==> src/include/dram_latency_map.svh <==
// Constants for the latency and I/O mode-register block: addresses, field positions, reset values, counts.
// Assumes it is included once through the package; holds definitions only.
// Function
// - Read latency decode with read inversion off.
// - Read latency decode with read inversion on.
// - Write latency set A decode.
// - Write latency set B decode.
// - Bit 6 picks write latency set.
// - Bit 7 enables write leveling.
// - Write leveling holds until cleared by write.
// - Writes and reads use write set-point copy.
// - Operation uses operating set-point copy only.
// - Burst 32 adds eight clocks to read precharge.
// - Read auto-precharge counts read-to-precharge cycles.
// - Write auto-precharge counts write-recovery cycles.
// - Latency register at 02h, field layout.
// - I/O register at 03h, field layout.
`ifndef DRAM_LATENCY_MAP_SVH
`define DRAM_LATENCY_MAP_SVH
`define MR_ADDR_W       6
`define MR_ADDR_LATENCY 6'h02
`define MR_ADDR_IOCFG   6'h03
`define LATENCY_RESET   8'h00
`define IOCFG_RESET     8'h31
`define RDLAT_MSB       2
`define RDLAT_LSB       0
`define WRLAT_MSB       5
`define WRLAT_LSB       3
`define WRLAT_SET_BIT   6
`define WLEV_BIT        7
`define PULLUP_CAL_BIT  0
`define POSTAMBLE_BIT   1
`define REPAIR_BIT      2
`define PULLDOWN_MSB    5
`define PULLDOWN_LSB    3
`define RD_INV_BIT      6
`define WR_INV_BIT      7
`define LAT_W           6
`define RTP_W           5
`define CNT_W           7
`define RDLAT_RESET     6'h06
`define WRLAT_RESET     6'h04
`define RTP_RESET       5'h08
`define BL32_EXTRA      7'h08
`define WRLAT_CODE_RSVD 3'h3
`endif

==> src/include/dram_latency_pkg.sv <==
// Types shared by the mode-register block and its helpers.
// Assumes the constant header is on the include path.
`default_nettype none
package dram_latency_pkg;
  `include "dram_latency_map.svh"

  typedef struct packed {
    logic [1:0][7:0]      lat_cfg;
    logic [1:0][7:0]      io_cfg;
    logic                 level_active;
    logic [7:0]           rdata;
    logic                 rvalid;
    logic                 violation;
    logic [`LAT_W-1:0]    rd_lat;
    logic [`LAT_W-1:0]    wr_lat;
    logic [`RTP_W-1:0]    rtp;
    logic                 wr_lat_rsvd;
  } top_state_type;

  typedef struct packed {
    logic [`CNT_W-1:0]    count;
    logic                 start;
  } timer_state_type;
endpackage
`default_nettype wire

==> src/include/lat_if.sv <==
// Carries the operating latency byte to the decoder and the decoded values back.
// Assumes one clock domain; all signals are combinational between modules.
`timescale 1ns/1ps
`default_nettype none
interface lat_if;
  import dram_latency_pkg::*;
  logic [7:0]          lat_byte;
  logic                rd_inv;
  logic [`LAT_W-1:0]   rd_lat;
  logic [`LAT_W-1:0]   wr_lat;
  logic [`RTP_W-1:0]   rtp;
  logic                wr_lat_rsvd;
  modport owner    (output lat_byte, output rd_inv, input rd_lat, input wr_lat, input rtp, input wr_lat_rsvd);
  modport decoder  (input lat_byte, input rd_inv, output rd_lat, output wr_lat, output rtp, output wr_lat_rsvd);
  modport consumer (input rtp);
endinterface
`default_nettype wire

==> src/verilog/dram_latency_mode_registers.sv <==
// Latency and I/O mode registers with dual set-point copies, decoded latencies and precharge placement.
// Assumes commands arrive as one-cycle strobes from controller logic on the same clock.
`timescale 1ns/1ps
`default_nettype none
module dram_latency_mode_registers
  import dram_latency_pkg::*;
(
  input  wire logic                  clk,
  input  wire logic                  rst_n,
  input  wire logic                  mrw_valid,
  input  wire logic                  mrr_valid,
  input  wire logic [`MR_ADDR_W-1:0] mr_addr,
  input  wire logic [7:0]            mr_wdata,
  input  wire logic                  write_set_point_select,
  input  wire logic                  operating_set_point_select,
  input  wire logic                  burst_32,
  input  wire logic                  read_ap_done,
  input  wire logic                  write_ap_done,
  input  wire logic [`LAT_W-1:0]     write_recovery_cycles,
  output var  logic [7:0]            mrr_rdata,
  output var  logic                  mrr_rvalid,
  output var  logic [`LAT_W-1:0]     read_latency_code,
  output var  logic [`LAT_W-1:0]     write_latency_code,
  output var  logic [`RTP_W-1:0]     read_to_precharge_cycles,
  output var  logic                  write_latency_reserved,
  output var  logic                  write_leveling_active,
  output var  logic                  command_violation,
  output var  logic                  read_inversion_enable,
  output var  logic                  write_inversion_enable,
  output var  logic [2:0]            pulldown_drive_strength,
  output var  logic                  repair_protection,
  output var  logic                  write_postamble_length,
  output var  logic                  pullup_calibration_point,
  output var  logic                  precharge_start
);
  top_state_type st_q;
  top_state_type st_d;
  lat_if         lif ();

  logic hit_lat;
  logic hit_io;
  logic clear_level;
  logic wr_sel;
  logic op_sel;
  logic [7:0] io_op;

  assign wr_sel   = write_set_point_select;
  assign op_sel   = operating_set_point_select;
  assign hit_lat  = (mr_addr == `MR_ADDR_LATENCY);
  assign hit_io   = (mr_addr == `MR_ADDR_IOCFG);
  assign clear_level = mrw_valid && hit_lat && !mr_wdata[`WLEV_BIT];

  // The decoder and the I/O field outputs see only the operating copy; read data comes from the write-selected copy.
  assign io_op        = st_q.io_cfg[op_sel];
  assign lif.lat_byte = st_q.lat_cfg[op_sel];
  assign lif.rd_inv   = io_op[`RD_INV_BIT];

  latency_decoder u_decoder (
    .lif (lif.decoder)
  );

  precharge_timer u_timer (
    .clk                   (clk),
    .rst_n                 (rst_n),
    .lif                   (lif.consumer),
    .burst_32              (burst_32),
    .read_ap_done          (read_ap_done),
    .write_ap_done         (write_ap_done),
    .write_recovery_cycles (write_recovery_cycles),
    .precharge_start       (precharge_start)
  );

  always_comb begin
    st_d           = st_q;
    st_d.rvalid    = 1'b0;
    st_d.violation = 1'b0;
    st_d.rd_lat    = lif.rd_lat;
    st_d.wr_lat    = lif.wr_lat;
    st_d.rtp       = lif.rtp;
    st_d.wr_lat_rsvd = lif.wr_lat_rsvd;
    if (st_q.level_active) begin
      // During leveling only the clearing write is honoured; anything else is flagged and dropped,
      // so a misbehaving controller cannot corrupt the latency state mid-training.
      if (clear_level) begin
        st_d.lat_cfg[wr_sel] = mr_wdata;
        st_d.level_active    = 1'b0;
      end else if (mrw_valid || mrr_valid) begin
        st_d.violation = 1'b1;
      end
    end else begin
      if (mrw_valid && hit_lat) begin
        st_d.lat_cfg[wr_sel] = mr_wdata;
        st_d.level_active    = mr_wdata[`WLEV_BIT];
      end
      if (mrw_valid && hit_io) begin
        // Repair protection is sticky; only reset clears it.
        st_d.io_cfg[wr_sel] = mr_wdata | (st_q.io_cfg[wr_sel] & 8'h04);
      end
      if (mrr_valid) begin
        st_d.rvalid = 1'b1;
        if (hit_lat) begin
          st_d.rdata = st_q.lat_cfg[wr_sel];
        end else if (hit_io) begin
          st_d.rdata = st_q.io_cfg[wr_sel];
        end else begin
          st_d.rdata = 8'h00;
        end
      end
    end
  end

  always_ff @(posedge clk or negedge rst_n) begin
    if (!rst_n) begin
      st_q.lat_cfg     <= {2{`LATENCY_RESET}};
      st_q.io_cfg      <= {2{`IOCFG_RESET}};
      st_q.level_active <= 1'b0;
      st_q.rdata        <= 8'h00;
      st_q.rvalid       <= 1'b0;
      st_q.violation    <= 1'b0;
      st_q.rd_lat       <= `RDLAT_RESET;
      st_q.wr_lat       <= `WRLAT_RESET;
      st_q.rtp          <= `RTP_RESET;
      st_q.wr_lat_rsvd  <= 1'b0;
    end else begin
      st_q <= st_d;
    end
  end

  // The I/O fields follow the operating copy; registered here so each output is a flop.
  logic [7:0] io_out_q;
  always_ff @(posedge clk or negedge rst_n) begin
    if (!rst_n) begin
      io_out_q <= `IOCFG_RESET;
    end else begin
      io_out_q <= io_op;
    end
  end

  assign mrr_rdata                = st_q.rdata;
  assign mrr_rvalid               = st_q.rvalid;
  assign read_latency_code        = st_q.rd_lat;
  assign write_latency_code       = st_q.wr_lat;
  assign read_to_precharge_cycles = st_q.rtp;
  assign write_latency_reserved   = st_q.wr_lat_rsvd;
  assign write_leveling_active    = st_q.level_active;
  assign command_violation        = st_q.violation;
  assign pullup_calibration_point = io_out_q[`PULLUP_CAL_BIT];
  assign write_postamble_length   = io_out_q[`POSTAMBLE_BIT];
  assign repair_protection        = io_out_q[`REPAIR_BIT];
  assign pulldown_drive_strength  = io_out_q[`PULLDOWN_MSB:`PULLDOWN_LSB];
  assign read_inversion_enable    = io_out_q[`RD_INV_BIT];
  assign write_inversion_enable   = io_out_q[`WR_INV_BIT];

  property p_rdlat_plain;
    @(posedge clk) disable iff (!rst_n)
    (!lif.rd_inv && lif.lat_byte[2:0] == 3'h7) |=> read_latency_code == 6'h24 && read_to_precharge_cycles == 5'h10;
  endproperty
  a_rdlat_plain: assert property (p_rdlat_plain) else $error("read latency code 7 without inversion not 36");

  property p_rdlat_inv;
    @(posedge clk) disable iff (!rst_n)
    (lif.rd_inv && lif.lat_byte[2:0] == 3'h1) |=> read_latency_code == 6'h0C && read_to_precharge_cycles == 5'h08;
  endproperty
  a_rdlat_inv: assert property (p_rdlat_inv) else $error("read latency code 1 with inversion not 12");

  property p_wrlat_set_a;
    @(posedge clk) disable iff (!rst_n)
    (!lif.lat_byte[`WRLAT_SET_BIT] && lif.lat_byte[5:3] == 3'h7) |=> write_latency_code == 6'h12;
  endproperty
  a_wrlat_set_a: assert property (p_wrlat_set_a) else $error("set A code 7 not 18");

  property p_wrlat_set_b;
    @(posedge clk) disable iff (!rst_n)
    (lif.lat_byte[`WRLAT_SET_BIT] && lif.lat_byte[5:3] == 3'h6) |=> write_latency_code == 6'h1E;
  endproperty
  a_wrlat_set_b: assert property (p_wrlat_set_b) else $error("set B code 6 not 30");

  property p_wrlat_reserved;
    @(posedge clk) disable iff (!rst_n)
    (!lif.lat_byte[`WRLAT_SET_BIT] && lif.lat_byte[5:3] == `WRLAT_CODE_RSVD) |=> write_latency_reserved;
  endproperty
  a_wrlat_reserved: assert property (p_wrlat_reserved) else $error("reserved set A code not flagged");

  property p_level_enter;
    @(posedge clk) disable iff (!rst_n)
    (mrw_valid && hit_lat && mr_wdata[`WLEV_BIT] && !write_leveling_active) |=> write_leveling_active;
  endproperty
  a_level_enter: assert property (p_level_enter) else $error("write leveling not entered");

  property p_level_hold;
    @(posedge clk) disable iff (!rst_n)
    (write_leveling_active && !clear_level) |=> write_leveling_active;
  endproperty
  a_level_hold: assert property (p_level_hold) else $error("write leveling left without clearing write");

  // A read during leveling must be dropped and flagged, never answered.
  property p_level_drop;
    @(posedge clk) disable iff (!rst_n)
    (write_leveling_active && mrr_valid && !clear_level) |=> command_violation && !mrr_rvalid;
  endproperty
  a_level_drop: assert property (p_level_drop) else $error("read honoured during write leveling");

  property p_write_copy;
    @(posedge clk) disable iff (!rst_n)
    (mrw_valid && hit_lat && !write_leveling_active) |=> st_q.lat_cfg[$past(wr_sel)] == $past(mr_wdata);
  endproperty
  a_write_copy: assert property (p_write_copy) else $error("write landed in wrong set-point copy");

  property p_inactive_copy;
    @(posedge clk) disable iff (!rst_n)
    (mrw_valid && hit_lat && wr_sel != op_sel && !write_leveling_active) ##1 $stable(op_sel)
      |=> $stable(read_latency_code) && $stable(write_latency_code);
  endproperty
  a_inactive_copy: assert property (p_inactive_copy) else $error("inactive copy changed operation");

  property p_read_back;
    @(posedge clk) disable iff (!rst_n)
    (mrr_valid && hit_lat && !write_leveling_active) |=> mrr_rvalid && mrr_rdata == $past(st_q.lat_cfg[wr_sel]);
  endproperty
  a_read_back: assert property (p_read_back) else $error("latency register read back wrong");

  property p_repair_sticky;
    @(posedge clk) disable iff (!rst_n)
    st_q.io_cfg[0][`REPAIR_BIT] |=> st_q.io_cfg[0][`REPAIR_BIT];
  endproperty
  a_repair_sticky: assert property (p_repair_sticky) else $error("repair protection cleared without reset");
endmodule
`default_nettype wire

==> src/verilog/latency_decoder.sv <==
// Decodes the operating latency byte into read latency, write latency and read-to-precharge clocks.
// Assumes the owner presents the operating set-point copy and its read inversion bit.
`timescale 1ns/1ps
`default_nettype none
module latency_decoder
  import dram_latency_pkg::*;
(
  lat_if.decoder lif
);
  logic [2:0] rd_code;
  logic [2:0] wr_code;

  assign rd_code = lif.lat_byte[`RDLAT_MSB:`RDLAT_LSB];
  assign wr_code = lif.lat_byte[`WRLAT_MSB:`WRLAT_LSB];

  always_comb begin
    lif.wr_lat_rsvd = 1'b0;
    unique case (rd_code)
      3'h0: begin lif.rd_lat = 6'h06; lif.rtp = 5'h08; end
      3'h1: begin lif.rd_lat = lif.rd_inv ? 6'h0C : 6'h0A; lif.rtp = 5'h08; end
      3'h2: begin lif.rd_lat = lif.rd_inv ? 6'h10 : 6'h0E; lif.rtp = 5'h08; end
      3'h3: begin lif.rd_lat = lif.rd_inv ? 6'h16 : 6'h14; lif.rtp = 5'h08; end
      3'h4: begin lif.rd_lat = lif.rd_inv ? 6'h1C : 6'h18; lif.rtp = 5'h0A; end
      3'h5: begin lif.rd_lat = lif.rd_inv ? 6'h20 : 6'h1C; lif.rtp = 5'h0C; end
      3'h6: begin lif.rd_lat = lif.rd_inv ? 6'h24 : 6'h20; lif.rtp = 5'h0E; end
      3'h7: begin lif.rd_lat = lif.rd_inv ? 6'h28 : 6'h24; lif.rtp = 5'h10; end
    endcase
    if (lif.lat_byte[`WRLAT_SET_BIT]) begin
      unique case (wr_code)
        3'h0: lif.wr_lat = 6'h04;
        3'h1: lif.wr_lat = 6'h08;
        3'h2: lif.wr_lat = 6'h0C;
        3'h3: lif.wr_lat = 6'h12;
        3'h4: lif.wr_lat = 6'h14;
        3'h5: lif.wr_lat = 6'h1A;
        3'h6: lif.wr_lat = 6'h1E;
        3'h7: lif.wr_lat = 6'h22;
      endcase
    end else begin
      unique case (wr_code)
        3'h0: lif.wr_lat = 6'h04;
        3'h1: lif.wr_lat = 6'h08;
        3'h2: lif.wr_lat = 6'h0A;
        3'h3: begin lif.wr_lat = 6'h00; lif.wr_lat_rsvd = 1'b1; end
        3'h4: lif.wr_lat = 6'h0C;
        3'h5: lif.wr_lat = 6'h0E;
        3'h6: lif.wr_lat = 6'h10;
        3'h7: lif.wr_lat = 6'h12;
      endcase
    end
  end
endmodule
`default_nettype wire

==> src/verilog/precharge_timer.sv <==
// Places the start of the internal precharge after a read or write burst with auto-precharge.
// Assumes the burst-end strobes are one-cycle pulses from logic on the same clock.
`timescale 1ns/1ps
`default_nettype none
module precharge_timer
  import dram_latency_pkg::*;
(
  input  wire logic               clk,
  input  wire logic               rst_n,
  lat_if.consumer                 lif,
  input  wire logic               burst_32,
  input  wire logic               read_ap_done,
  input  wire logic               write_ap_done,
  input  wire logic [`LAT_W-1:0]  write_recovery_cycles,
  output var  logic               precharge_start
);
  timer_state_type st_q;
  timer_state_type st_d;

  always_comb begin
    st_d = st_q;
    // A burst end that restarts the count also cancels the pulse the old count was about to give.
    st_d.start = (st_q.count == 7'h01) && !read_ap_done && !write_ap_done;
    if (st_q.count != 7'h00) begin
      st_d.count = st_q.count - 7'h01;
    end
    // A new burst end restarts the count; write wins if both arrive together.
    if (write_ap_done) begin
      st_d.count = {1'b0, write_recovery_cycles};
    end else if (read_ap_done) begin
      st_d.count = {2'b00, lif.rtp} + (burst_32 ? `BL32_EXTRA : 7'h00);
    end
  end

  always_ff @(posedge clk or negedge rst_n) begin
    if (!rst_n) begin
      st_q <= '0;
    end else begin
      st_q <= st_d;
    end
  end

  assign precharge_start = st_q.start;

  property p_read_count;
    @(posedge clk) disable iff (!rst_n)
    (read_ap_done && !write_ap_done && !burst_32 && lif.rtp == 5'h08)
      ##1 (!read_ap_done && !write_ap_done)[*8] |=> precharge_start;
  endproperty
  a_read_count: assert property (p_read_count) else $error("read precharge not placed after 8 clocks");

  property p_bl32_extra;
    @(posedge clk) disable iff (!rst_n)
    (read_ap_done && !write_ap_done && burst_32) |=> st_q.count == {2'b00, $past(lif.rtp)} + 7'h08;
  endproperty
  a_bl32_extra: assert property (p_bl32_extra) else $error("burst 32 did not add 8 clocks");

  property p_write_count;
    @(posedge clk) disable iff (!rst_n)
    write_ap_done |=> st_q.count == {1'b0, $past(write_recovery_cycles)} && !precharge_start;
  endproperty
  a_write_count: assert property (p_write_count) else $error("write recovery count not loaded");
endmodule
`default_nettype wire

==> config.mk <==
export PLATFORM = sky130hd
export DESIGN_NAME = dram_latency_mode_registers
export DESIGN_NICKNAME = d
export VERILOG_FILES = /design/src/include/dram_latency_pkg.sv /design/src/include/lat_if.sv /design/src/verilog/dram_latency_mode_registers.sv /design/src/verilog/latency_decoder.sv /design/src/verilog/precharge_timer.sv
export VERILOG_INCLUDE_DIRS = /design/src /design/src/include
export SDC_FILE = /design/constraint.sdc
export NUM_CORES = 1
export LEC_CHECK = 0
export BUFFER_PORTS_ARGS = -buffer_cell sky130_fd_sc_hd__buf_2
export CAP_MARGIN = 20
export CORE_MARGIN = 5
export CORE_UTILIZATION = 56
export DETAILED_ROUTE_END_ITERATION = 7
export GPL_TIMING_DRIVEN = 0
export PLACE_DENSITY = 0.86
export SLEW_MARGIN = 20
export SYNTH_ARGS = -nofsm -noshare
export SYNTH_HDL_FRONTEND = slang
export SYNTH_SLANG_ARGS = --single-unit
export TNS_END_PERCENT = 50
==> constraint.sdc <==
create_clock -name clk -period 1.9 [get_ports clk]
set_input_delay 0.38 -clock clk [delete_from_list [all_inputs] [get_ports clk]]
set_output_delay 0.38 -clock clk [all_outputs]
set_load 0.05 [all_outputs]
==> results.py <==
metrics = {
    "synth": {
        "synth-edff-count": 0,
        "synth_top_family_by_area": "multiplexers",
        "synth_area_per_cell_sq_um": 11.96,
        "synth_top_area_share_pct": 40.65,
        "synth_seq_cells": 74,
        "synth_xor_area_share_pct": 1.166,
        "synth_area_leaders": "dfrtp_1 (41%), dfstp_2 (9.1%), mux2_1 (6.6%), mux2i_1 (5.6%), buf_4 (5.0%)",
        "synth-adder-area-share_pct": 3.332,
        "yosysWarningCount": 0,
        "synth_largest_area_cell": "dfrtp_1",
        "synth_flop_cell": "dfrtp_1",
        "syn_inst": 314,
        "synth_common_cells": "dfrtp_1 (61), buf_4 (25), mux2_1 (22)",
        "async_flop_share_pct": 100.0,
        "synth_cell_types": 48,
        "ys_seq_area_share_pct": 49.75,
        "synth-simple-area-share_pct": 7.364,
        "syn_area_sq_um": 3755,
        "synthMuxAreaShare_pct": 18.89,
        "synth_compound_area_share_pct": 11.53,
        "yosysMostFrequentCell": "dfrtp_1",
    },
    "power": {
        "seqPwrFrac_pct": 47.6,
        "combPwrFrac_pct": 25.4,
        "p_switching_uw": 1307,
        "p_per_area_nw_per_um2": 880.8,
        "intPower_uw": 2580,
        "p_clk_share_pct": 27.1,
        "ir_worst_vdd_v": 0.0005868,
        "power_leakage_uw": 0.002241,
        "p_sw_share_pct": 33.64,
    },
    "routing": {
        "drt-initial-drc-count": 119,
        "vias": 2617,
        "drc": 0,
        "postRouteAntennaNets": 0,
        "routed_wl_microns": 7741,
        "first_pass_iters": 5,
        "routed_via_density": 5.556,
        "wl_per_cell_microns": 16.44,
    },
    "worst_setup_path": {
        "worstPathRequired_ns": 2.16,
        "critPathLaunchType": "input pin",
        "arrival_ns": 2.11,
        "critPathMaxFanout": 10,
        "r2r_cells": 8,
        "crit_type": "input pin to flop",
        "end_kind": "flop",
    },
    "sta": {
        "drv_slew": 0,
        "setup_slack_ns": 0.04720,
        "setup_violations": 0,
        "tightestPinTransition_ns": 0.6839,
        "clock_skew_ns": 0.007187,
        "fin_crit_sh_pct": 97.52,
        "maxSlewHeadroom_pct": 53.10,
        "holdWs_ns": 0.2956,
        "period_minus_slack_ns": 1.853,
        "tns_ns": 0,
        "finalHoldViolCount": 0,
        "max_freq_mhz": 539.7,
    },
    "die": {
        "dieHeight_microns": 91.89,
        "die_w_microns": 91.89,
        "pin_count": 67,
        "num_rows": 29,
        "start_util_pct": 58.46,
        "dieArea_sq_um": 8443,
        "core_sq_um": 6422,
    },
    "placement": {
        "pre_cts_slack_ns": -0.4505,
        "port_buffers": 60,
        "dp_hpwl_microns": 5527,
        "routabilityCongestion": 0.7572,
        "placed_area_sq_um": 4189,
    },
    "job": {
        "maxCapViolations": 0,
    },
    "layout": {
        "area_growth_pct": 17.53,
        "nNetsFinal": 428,
        "layout.area.seq_sq_um": 1868,
        "antennaDiodeCount": 0,
        "layout-drive-gt1-share_pct": 38.58,
        "stdcell_area_sq_um": 4413,
        "multi_input_area_sq_um": 1629,
        "fillCellCount": 472,
    },
    "hold_path": {
        "hold_depth": 2,
        "hold_class": "input pin to flop",
    },
    "clock_network": {
        "cts.sinks": 74,
        "cts.path.max_buffers": 2,
        "cts_root_buf": "clkbuf_8",
        "numCtsBuffers": 9,
        "cts_tree": "built",
        "htree_levels": 3,
        "worstSkewPairLatency_ns": 0.34,
        "path_clk_slew_ns": 0.08,
    },
    "grt": {
        "antenna_found_initial": 0,
        "grt_max_degree": 39,
        "grt-ovfl-total": 0,
        "first_global_vias": 2788,
        "grt.total_usage_pct": 19.51,
        "grt_pass1_wl_microns": 13170,
    },
    "status": {
        "status": "finished clean",
    },
}
## worst max-delay path, cell delays in order
cell	delay, ns
buf_2	0.13
clkbuf_4	0.23
buf_8	0.18
mux2i_4	0.29
inv_1	0.12
ha_1	0.25
o31ai_1	0.24
o311ai_0	0.16
o21ai_0	0.13
## layout by cell type, fill, tap and decap left out, drive strengths merged, types with 4 or more instances in the layout
| cell type | instances |
|---|---|
| a211oi | 7 |
| a21oi | 12 |
| and3 | 4 |
| buf | 92 |
| clkbuf | 18 |
| clkinv | 4 |
| dfrtp | 61 |
| dfstp | 13 |
| ha | 10 |
| inv | 10 |
| mux2 | 42 |
| mux2i | 21 |
| nand2 | 10 |
| nor2 | 16 |
| nor3 | 5 |
| o21a | 8 |
| o21ai | 6 |
| o221ai | 8 |
## repair_timing
| action | CTS | global route |
|---|---|---|
| gates resized for setup | 3 | 10 |
| hold buffers | 1 | 0 |
| pin swaps | 0 | 1 |
| setup endpoints to repair | 2 | 14 |
| hold endpoints to repair | 23 | 0 |
| buffers inserted | 0 | 1 |
## worst paths after layout
kind	startpoint	endpoint	slack, ns
max	operating_set_point_select	write_latency_code[2]	0.05
min	mr_wdata[3]	st_q[40]	0.30
max reg2reg	st_q[45]	u_timer.st_q[5]	0.16
min reg2reg	mrr_rdata[2]	mrr_rdata[2]	0.50
max in group asynchronous	rst_n	read_latency_code[1]	0.75
min in group asynchronous	rst_n	io_out_q[2]	0.53
## stage by stage
stage               total power [uW]  util [%]  instances
finish                          3887     68.71        471
global route                    4098     68.71        471
CTS                             3909     68.24        471
detailed placement              2851     65.23        454
global placement                2811     64.87        453
floorplan                       2601         -        316
## power by group through the flow
stage / registers [uW] / logic, uW / clock network (uW)
finish: 1850 / 986 / 1050
global route: 1870 / 1060 / 1160
detailed placement: 1870 / 978 / 0
floorplan: 1930 / 668 / 0
CTS: 1850 / 985 / 1080
global placement: 1860 / 947 / 0
## logic make-up (layout without fill, tap and decap cells)
| kind of cell | count (synthesis) | count (layout) |
|---|---|---|
| AOI/OAI and AO/OA | 59 | 59 |
| adders and majority gates | 10 | 10 |
| muxes | 63 | 63 |
| buffers and inverters | 50 | 128 |
| other | 1 | 3 |
| and+or+nand+nor | 52 | 52 |
| DFF | 74 | 74 |
| xor gates and xnor gates | 5 | 5 |
## area by class of cell
class	count	share of cell area (%)
sequential	74	42.33
inverter	10	0.8506
clock inverter	7	1.049
buffer	39	6.153
timing repair buffer	63	7.712
clock buffer	9	2.807
tap	77	2.183
multi-input combinational	192	36.92
## metal layers
layer  global-route usage (%)  routed length [microns]
met1                    25.49                     3411
met2                    31.20                     3789
met3                    3.682                      412
met4                    9.777                      127
met5                        0                        0
## sequential cells by signal, indices dropped and copies added, names as in the netlist, named ones only
| signal | cells |
|---|---|
| st_q | 32 |
| io_out_q | 8 |
| mrr_rdata | 8 |
| u_timer.st_q | 7 |
| read_latency_code | 5 |
| write_latency_code | 5 |
| read_to_precharge_cycles | 4 |
| command_violation | 1 |
| mrr_rvalid | 1 |
| u_timer.precharge_start | 1 |
| write_latency_reserved | 1 |
(Power assumes the default switching activity.)
